--- src/verilog/boot_loader_defs.vh ---
// Constants for the tile boot image loader.
`ifndef BOOT_LOADER_DEFS_VH
`define BOOT_LOADER_DEFS_VH

`define BIL_RST_CYC 12'h7d0
`define BIL_SCK_LAST 3'h3
`define BIL_SEC_BIT 5
`define BIL_SEC_ROW 11'h7ff
`define BIL_OTP_BASE 11'h000
`define BIL_SEC_RESET 32'h00000000
`define BIL_SKIP_WORD 32'h0d15ab1e
`define BIL_CRC_POLY 32'hedb88320
`define BIL_CRC_SEED 32'hffffffff
`define BIL_FL_CMD 8'h6b
`define BIL_FL_ADDR 24'h000000
`define BIL_FL_SERIAL 6'd32
`define BIL_FL_DATA 6'd41

`endif

--- src/verilog/crc32_byte.v ---
// One byte step of the reflected CRC-32.
`timescale 1ns/1ns
`include "boot_loader_defs.vh"
module crc32_byte (
    input wire [31:0] crcIn,
    input wire [7:0] dataIn,
    output reg [31:0] crcOut
);
    integer i;
    reg [31:0] c;

    always @*
    begin
        c = crcIn ^ {24'h000000, dataIn};
        for (i = 0; i < 8; i = i + 1)
        begin
            if (c[0])
            begin
                c = (c >> 1) ^ `BIL_CRC_POLY;
            end
            else
            begin
                c = c >> 1;
            end
        end
        crcOut = c;
    end
endmodule

--- src/verilog/boot_image_loader.v ---
// Reset release and boot image loader for one tile.
`timescale 1ns/1ns
`include "boot_loader_defs.vh"
module boot_image_loader (
    input wire clk_sys,
    input wire reset_n,
    input wire clkEn,
    output reg gpioPullDown,
    output reg otpRd,
    output reg [10:0] otpAddr,
    input wire [31:0] otpData,
    output reg flashCsN,
    output reg flashSck,
    output reg [3:0] flashIoOut,
    output reg [3:0] flashIoOe,
    input wire [3:0] flashIoIn,
    output reg ramWe,
    output reg [14:0] ramAddr,
    output reg [31:0] ramData,
    output reg [31:0] secReg,
    output reg runStart,
    output reg bootFail
);
    localparam [2:0] ST_RST = 3'h0;
    localparam [2:0] ST_SECRD = 3'h1;
    localparam [2:0] ST_SECWAIT = 3'h2;
    localparam [2:0] ST_SECCAP = 3'h3;
    localparam [2:0] ST_LOAD = 3'h4;
    localparam [2:0] ST_RUN = 3'h5;
    localparam [2:0] ST_FAIL = 3'h6;
    localparam [1:0] F_LEN = 2'h0;
    localparam [1:0] F_PROG = 2'h1;
    localparam [1:0] F_CHK = 2'h2;
    localparam [11:0] RST_CYC = `BIL_RST_CYC;
    localparam [2:0] SCK_LAST = `BIL_SCK_LAST;

    reg rstMeta_q, rstSync_q;
    reg [3:0] ioMeta_q, ioSync_q;
    reg [2:0] state_q;
    reg [11:0] rstCnt_q;
    reg secure_q;
    reg [1:0] field_q, byteIdx_q;
    reg [31:0] word_q, lenWords_q, wordCnt_q, crc_q;
    reg [2:0] otpPh_q;
    reg [31:0] otpWord_q;
    reg [2:0] divCnt_q;
    reg [5:0] sckCnt_q;
    reg [31:0] serial_q;
    reg [7:0] flByte_q;
    reg flNib_q, flValid_q;
    reg srcValid;
    reg [7:0] srcByte;
    wire [31:0] crcNext;
    wire [31:0] fullWord;
    wire rstN;
    wire loading;

    assign rstN = rstSync_q;
    assign loading = (state_q == ST_LOAD);
    assign fullWord = {srcByte, word_q[31:8]};

    // ************************************************************
    // Reset release and pin pull-downs.
    // ************************************************************
    // held in reset.
    always @(posedge clk_sys or negedge reset_n)
    begin
        if (!reset_n)
        begin
            rstMeta_q <= 1'b0;
            rstSync_q <= 1'b0;
            gpioPullDown <= 1'b1;
        end
        else if (clkEn)
        begin
            rstMeta_q <= 1'b1;
            rstSync_q <= rstMeta_q;
            gpioPullDown <= ~rstSync_q;
        end
    end

    always @(posedge clk_sys or negedge rstN)
    begin
        if (!rstN)
        begin
            ioMeta_q <= 4'h0;
            ioSync_q <= 4'h0;
        end
        else if (clkEn)
        begin
            ioMeta_q <= flashIoIn;
            ioSync_q <= ioMeta_q;
        end
    end

    // ************************************************************
    // Byte source selection.
    // ************************************************************
    always @*
    begin
        srcValid = 1'b0;
        srcByte = flByte_q;
        if (loading && secure_q)
        begin
            srcValid = (otpPh_q >= 3'h3);
            srcByte = otpWord_q[8 * (otpPh_q - 3'h3) +: 8];
        end
        else if (loading)
        begin
            srcValid = flValid_q;
        end
    end

    crc32_byte crcStep (
        .crcIn(crc_q),
        .dataIn(srcByte),
        .crcOut(crcNext)
    );

    // ************************************************************
    // Boot sequencer and image parser.
    // ************************************************************
    always @(posedge clk_sys or negedge rstN)
    begin
        if (!rstN)
        begin
            state_q <= ST_RST;
            rstCnt_q <= 12'h000;
            secReg <= `BIL_SEC_RESET;
            secure_q <= 1'b0;
            otpRd <= 1'b0;
            otpAddr <= `BIL_OTP_BASE;
            otpPh_q <= 3'h0;
            otpWord_q <= 32'h00000000;
            field_q <= F_LEN;
            byteIdx_q <= 2'h0;
            word_q <= 32'h00000000;
            lenWords_q <= 32'h00000000;
            wordCnt_q <= 32'h00000000;
            crc_q <= `BIL_CRC_SEED;
            ramWe <= 1'b0;
            ramAddr <= 15'h0000;
            ramData <= 32'h00000000;
            runStart <= 1'b0;
            bootFail <= 1'b0;
        end
        else if (clkEn)
        begin
            ramWe <= 1'b0;
            case (state_q)
                ST_RST:
                begin
                    if (rstCnt_q == RST_CYC - 12'h001)
                    begin
                        state_q <= ST_SECRD;
                    end
                    rstCnt_q <= rstCnt_q + 12'h001;
                end
                ST_SECRD:
                begin
                    otpRd <= 1'b1;
                    otpAddr <= `BIL_SEC_ROW;
                    state_q <= ST_SECWAIT;
                end
                ST_SECWAIT:
                begin
                    otpRd <= 1'b0;
                    state_q <= ST_SECCAP;
                end
                ST_SECCAP:
                begin
                    secReg <= otpData;
                    secure_q <= otpData[`BIL_SEC_BIT];
                    otpAddr <= `BIL_OTP_BASE;
                    state_q <= ST_LOAD;
                end
                ST_LOAD:
                begin
                    if (secure_q)
                    begin
                        otpPh_q <= otpPh_q + 3'h1;
                        otpRd <= (otpPh_q == 3'h0);
                        if (otpPh_q == 3'h2)
                        begin
                            otpWord_q <= otpData;
                        end
                        if (otpPh_q == 3'h6)
                        begin
                            otpPh_q <= 3'h0;
                            otpAddr <= otpAddr + 11'h001;
                        end
                    end
                    if (srcValid)
                    begin
                        byteIdx_q <= byteIdx_q + 2'h1;
                        word_q <= fullWord;
                        if (field_q != F_CHK)
                        begin
                            crc_q <= crcNext;
                        end
                        if (byteIdx_q == 2'h3)
                        begin
                            case (field_q)
                                F_LEN:
                                begin
                                    lenWords_q <= fullWord;
                                    wordCnt_q <= 32'h00000000;
                                    field_q <= (fullWord == 32'h00000000) ?
                                        F_CHK : F_PROG;
                                end
                                F_PROG:
                                begin
                                    ramWe <= 1'b1;
                                    ramAddr <= wordCnt_q[14:0];
                                    ramData <= fullWord;
                                    wordCnt_q <= wordCnt_q + 32'h00000001;
                                    if (wordCnt_q + 32'h00000001 == lenWords_q)
                                    begin
                                        field_q <= F_CHK;
                                    end
                                end
                                default:
                                begin
                                    otpRd <= 1'b0;
                                    if (fullWord == `BIL_SKIP_WORD ||
                                        fullWord == ~crc_q)
                                    begin
                                        state_q <= ST_RUN;
                                    end
                                    else
                                    begin
                                        state_q <= ST_FAIL;
                                    end
                                end
                            endcase
                        end
                    end
                end
                ST_RUN:
                begin
                    runStart <= 1'b1;
                end
                ST_FAIL:
                begin
                    bootFail <= 1'b1;
                end
                default:
                begin
                    state_q <= ST_RST;
                end
            endcase
        end
    end

    // ************************************************************
    // Quad SPI flash reader.
    // ************************************************************
    // quad read from flash.
    always @(posedge clk_sys or negedge rstN)
    begin
        if (!rstN)
        begin
            flashCsN <= 1'b1;
            flashSck <= 1'b0;
            flashIoOut <= 4'h0;
            flashIoOe <= 4'h0;
            divCnt_q <= 3'h0;
            sckCnt_q <= 6'h00;
            serial_q <= 32'h00000000;
            flByte_q <= 8'h00;
            flNib_q <= 1'b0;
            flValid_q <= 1'b0;
        end
        else if (clkEn)
        begin
            flValid_q <= 1'b0;
            if (!loading || secure_q)
            begin
                flashCsN <= 1'b1;
                flashSck <= 1'b0;
                flashIoOe <= 4'h0;
                divCnt_q <= 3'h0;
                sckCnt_q <= 6'h00;
                flNib_q <= 1'b0;
                serial_q <= {`BIL_FL_CMD, `BIL_FL_ADDR};
            end
            else if (flashCsN)
            begin
                flashCsN <= 1'b0;
                flashIoOe <= 4'h1;
                flashIoOut <= {3'h0, serial_q[31]};
                serial_q <= {serial_q[30:0], 1'b0};
            end
            else if (divCnt_q == SCK_LAST)
            begin
                divCnt_q <= 3'h0;
                flashSck <= ~flashSck;
                if (flashSck)
                begin
                    if (sckCnt_q != `BIL_FL_DATA)
                    begin
                        sckCnt_q <= sckCnt_q + 6'h01;
                    end
                    if (sckCnt_q + 6'h01 < `BIL_FL_SERIAL)
                    begin
                        flashIoOut <= {3'h0, serial_q[31]};
                        serial_q <= {serial_q[30:0], 1'b0};
                    end
                    else
                    begin
                        flashIoOe <= 4'h0;
                    end
                    if (sckCnt_q + 6'h01 >= `BIL_FL_DATA)
                    begin
                        flByte_q <= {flByte_q[3:0], ioSync_q};
                        flNib_q <= ~flNib_q;
                        flValid_q <= flNib_q;
                    end
                end
            end
            else
            begin
                divCnt_q <= divCnt_q + 3'h1;
            end
        end
    end
endmodule

--- config.mk ---
export PLATFORM = sky130hd
export DESIGN_NAME = boot_image_loader
export DESIGN_NICKNAME = d
export VERILOG_FILES = /design/src/verilog/crc32_byte.v /design/src/verilog/boot_image_loader.v
export VERILOG_INCLUDE_DIRS = /design/src /design/src/verilog
export SDC_FILE = /design/constraint.sdc
export NUM_CORES = 1
export LEC_CHECK = 0
export BUFFER_PORTS_ARGS = -buffer_cell sky130_fd_sc_hd__buf_2
export CAP_MARGIN = 20
export CORE_AREA = 2 2 213 215
export CTS_CLUSTER_SIZE = 10
export DETAILED_ROUTE_END_ITERATION = 8
export DIE_AREA = 0 0 215 217
export PLACE_DENSITY_LB_ADDON = 0.15
export SLEW_MARGIN = 20
export SYNTH_ARGS = -nofsm -noshare
export SYNTH_HDL_FRONTEND = slang
export SYNTH_SLANG_ARGS = --single-unit
--- constraint.sdc ---
create_clock -name clk_sys -period 26.5 [get_ports clk_sys]
set_input_delay 3.975 -clock clk_sys [delete_from_list [all_inputs] [get_ports clk_sys]]
set_output_delay 3.975 -clock clk_sys [all_outputs]
set_load 0.005 [all_outputs]
### Word-level counts from Yosys, hierarchy flattened

Cells that the tools add are included.

* $add $sub $neg: 8
* $lt $le $gt $ge: 3
* equality and inequality tests: 26
* shift-type cells: 1
* mux-type cells: 70
* bitwise operators: 16
* reduce and logical (&&, ||, !) cells: 46

Operators by type and width (count)
* 2-to-1 mux 32 bit: 13
* NOT 13 -> 14 bit: 8
* equality test 32 bit: 2
* one-hot mux 32 bit (2 select lines): 1
* 2-to-1 mux 4 bit: 9
* one-hot mux 11 bit (3 select lines): 1
* indexed part select 32 x 33 -> 8 bit: 1
* adder 32 x 1 -> 32 bit, second input constant: 1
* equality test 32 x 28 -> 1 bit, second input constant: 1
* logical NOT 32 bit: 1
* NOT 32 bit: 1
* XOR 32 x 8 -> 32 bit: 1
* 2-to-1 mux 6 bit: 5
* AND reduction 5 bit: 6
* 2-to-1 mux 1 bit: 24
* 2-to-1 mux 3 bit: 8
* 2-to-1 mux 11 bit: 2
* AND reduction 4 bit: 5
* one-hot mux 3 bit (6 select lines): 1
* AND reduction 6 bit: 3
* nonzero test 2 bit: 8
* nonzero test 3 bit: 5
* adder 12 x 1 -> 12 bit, second input constant: 1
* equality test 12 x 11 -> 1 bit, second input constant: 1
* 30 further kinds: 61

* flip-flop bits (word level): 349
* bits of input ports: 39
* output and inout bits: 105
* word-level logic and storage cells: 204

### Longest topological paths before layout

* word-level depth: 20
* gate-level depth with buffers: 11
* mapped depth without buffers: 10

### Cells and area by module

From an unflattened synthesis, not the netlist that was laid out.

* cells, all modules: 1417
* area total of the unflattened synthesis: 15661.3 um^2

By module, submodules not included
* boot_image_loader: times used 1, cells each 1353, area each 14706.6 um^2, sequential area each 7800.0 um^2
* crc32_byte: times used 1, cells each 64, area each 954.7 um^2, sequential area each 0.0 um^2

### Worst setup path before layout

No wires, ideal clock.

* path type: reg-to-reg
* start point: reg, netlist name rstN
* end point: reg rstSync_q, in the netlist rstN
* setup time: 0.116 ns
* arrival time: 7.785 ns
* required time: 26.384 ns
* path slack: 18.599 ns
* cell stages (with the launch flop): 2
* path buffers: 0
* period minus slack after synthesis: 7.901 ns
* cell sequence: dfrtp_1 mux2_2

RTL lines
* to (signal assigned): line boot_image_loader.v:77 `rstSync_q <= rstMeta_q;`
* to (decl): line boot_image_loader.v:37 `reg rstMeta_q, rstSync_q;`

### Worst setup path in the final report

* start point: in clkEn
* end point: reg ramData[17]

* longest elaborated chain between the ends: 1

Ends and longest elaborated chain
* from (decl): line boot_image_loader.v:7 `input wire clkEn,`
* AND reduction 5 bit (no line)
* to (signal assigned): line boot_image_loader.v:215 `ramData <= fullWord;`
* to (decl): line boot_image_loader.v:19 `output reg [31:0] ramData,`

Every way passes these cells.
A chain may end at the register's enable or synchronous reset.

==> flow_summary.ini <==
[finish]
syn_to_final_growth_pct = 16.1
fillCellCount = 4462
fin_nets = 1526
multi_input_area_um2 = 7120
register_area_um2 = 7800
final_area_um2 = 17800
drive_gt1_share_pct = 29.8

[floorplanning]
num_rows = 78
die_h_um = 217
die_x_um = 215
die_area_um2 = 46700
initial_core_util_pct = 34.3
design.core.area_um2 = 44700
ios = 144

[synth]
synth_top_area_share_pct = 45.1
synth_area_leaders = dfrtp_1 45%, mux2_2 13%, dfstp_2 5.8%
ys.flop_type = dfrtp_1
synth_cell_types = 70
ys_seq_area_share_pct = 50.9
yosys_warnings = 0
synth-edff-count = 0
ys_async_sr_fraction_pct = 100
syn_area_um2 = 15300
synth_top_area_cell = dfrtp_1
syn_inst = 1357
synth_area_per_cell_um2 = 11.3
ys_ff_latch = 310

[worst_setup_path]
cp.required_ns = 26.94
cp_data_arrival_time_ns = 6.62
reg2regPathDepth = 9
start_kind = primary input
endpoint_kind = flop
worst_r2r_endpoint = state_q[1]
r2r_start = otpPh_q[0]
rrSetupSlack_ns = 22.07
crit_path_max_fanout = 39
path_class = primary input to flop

[sta]
relSlewSlack_pct = 34.9
hold_viol = 0
setup_slack_ns = 20.31
post-route-period-util_pct = 23.3
fin_setup_tns_ns = 0
skew_ns = 0.0304
period_needed_ns = 6.19
fmax_ghz = 0.162
finalSetupViolations = 0
worstMarginPinSlew_ns = 0.976
maxSlewViolCount = 0
rsz0062_at_grt = no

[power]
seqPwrFrac_pct = 47.9
power_switching_mw = 0.223
powerDensity_nw_per_um2 = 57.2
vdd_drop_max_v = 0.0000491
p_comb_share_pct = 1.7
leakagePower_nw = 8.42
swShare_pct = 22.0
clock_power_share_pct = 50.4
finalPower_mw = 1.02
intPower_mw = 0.793

[clocking]
cts.sinks = 310
clockBufferDepth = 3
cts_setup_buffers = 0
insertion_delay_ns = 0.56
cts_resized = 0
htree_num_levels = 2
numCtsBuffers = 39
cts_hold_buf = 0
root_buffer = clkbuf_16
cts.clk_slew.worst_paths_ns = 0.05
cts_tree = built

[routing]
vias = 10500
postRouteAntennaNets = 0
routedWlPerCell_um = 18.3
dr.pass1.iters = 8
drt_iter0_drc = 533
avgViaCountPerCell = 4.99
wirelength_um = 38500
drc_errors = 0

[global_route]
grt_max_degree = 71
antenna_found_initial = 3
grt_pass1_vias = 10600
overflow = 0
track_usage_pct = 16.7
grt_pass1_wl_um = 61700

[outcome]
status = finished, final reports clean

[place]
dp_slack_ns = 19.65
dpl_cell_area_um2 = 16500
portBuffers = 137
place_congestion = 0.806
dp_hpwl_um = 26500

[worst_hold_path]
holdCritPathClass = flop to async pin

[flow_run]
maxCapViolations = 0
registers in the layout (all words and copies together), names as in the netlist, 2 cells and up:
register / flops
word_q: 24
state_q: 3
sckCnt_q: 6
otpAddr: 11
ramAddr: 15
divCnt_q: 3
otpWord_q: 32
rstCnt_q: 12
byteIdx_q: 2
ioMeta_q: 4
ioSync_q: 4
secReg: 32
ramData: 32
flByte_q: 8
crc_q: 32
otpPh_q: 3
field_q: 2
wordCnt_q: 32
lenWords_q: 32
serial_q: 8
cell families (layout without fill, tap and decap cells):
logic type      after synthesis  after routing  synth area share [%]
compound gates              234            234                  9.57
xor+xnor                    156            156                  9.80
fa+ha+maj                    13             13                  1.06
buf+inv                     102            243                  2.79
flops                       310            310                  50.9
mux                         192            192                  14.6
other cells                   1              7                0.0245
simple gates                349            349                  11.2
worst max-delay path by stage:
stage               slack (ns)  cells past startpoint              to  startpoint
floorplan                17.27                      0        bootFail        rstN
global placement         19.69                      6  lenWords_q[11]       clkEn
detailed placement       19.65                      6   lenWords_q[1]       clkEn
CTS                      20.20                      6   lenWords_q[8]       clkEn
global route             20.11                      7     ramData[15]       clkEn
finish                   20.31                      7     ramData[17]       clkEn
routing by layer:
layer / vias up / GRT usage, % / wire, um
met2: 211 / 26.4 / 17500
met3: 53 / 3.93 / 1990
met5: - / 0 / 27
met1: 5195 / 23.0 / 18400
li1: 5031 / - / -
met4: 4 / 4.67 / 714
cell usage in the layout (no fill, tap or decap), drive strengths merged, types with 41 or more instances in the layout:
cell / count
a21oi: 41
nor2: 47
clkbuf: 64
buf: 151
nand2: 145
dfrtp: 276
xnor2: 105
mux2: 172
xor2: 50
o21ai: 110
final cells by class:
| class | count | area share [%] |
|---|---|---|
| sequential | 310 | 43.9 |
| clock inverter | 6 | 0.535 |
| antenna | 1 | 0.0141 |
| timing repair buffer | 151 | 4.49 |
| inverter | 22 | 0.464 |
| tap | 600 | 4.22 |
| multi-input combinational | 950 | 40.0 |
| clock buffer | 64 | 6.36 |
critical path, stage by stage:
cell and delay (ns):
buf_2 0.60, nand2b_1 0.15, nor2_1 0.17, and3_1 0.53, nand2_2 0.39, buf_4 0.40, mux2_2 0.34
Yosys cell counts (all sizes together) (28+ instances only):
| cell type | n |
|---|---|
| a21oi | 41 |
| clkbuf | 65 |
| dfrtp | 276 |
| dfstp | 34 |
| mux2 | 172 |
| nand2 | 145 |
| nand3 | 28 |
| nor2 | 47 |
| o21ai | 110 |
| xnor2 | 105 |
| xor2 | 50 |
power by group through the flow:
stage               clock, mW  sequential, mW  combinational, mW
detailed placement          0           0.495             0.0174
floorplan                   0           0.494             0.0123
global route            0.550           0.488             0.0192
CTS                     0.529           0.487             0.0173
global placement            0           0.495             0.0169
finish                  0.513           0.487             0.0170
stage by stage:
step | util (%) | instances | hold slack, ns
2_1_floorplan | - | 1362 | 0.431
3_3_place_gp | 37.0 | 2032 | 0.442
3_5_place_dp | 37.0 | 2032 | 0.450
4_1_cts | 39.7 | 2102 | 0.464
5_1_grt | 39.8 | 2104 | 0.473
6_report | 39.8 | 2104 | 0.422
No activity file was read; power rests on OpenSTA's default activity.
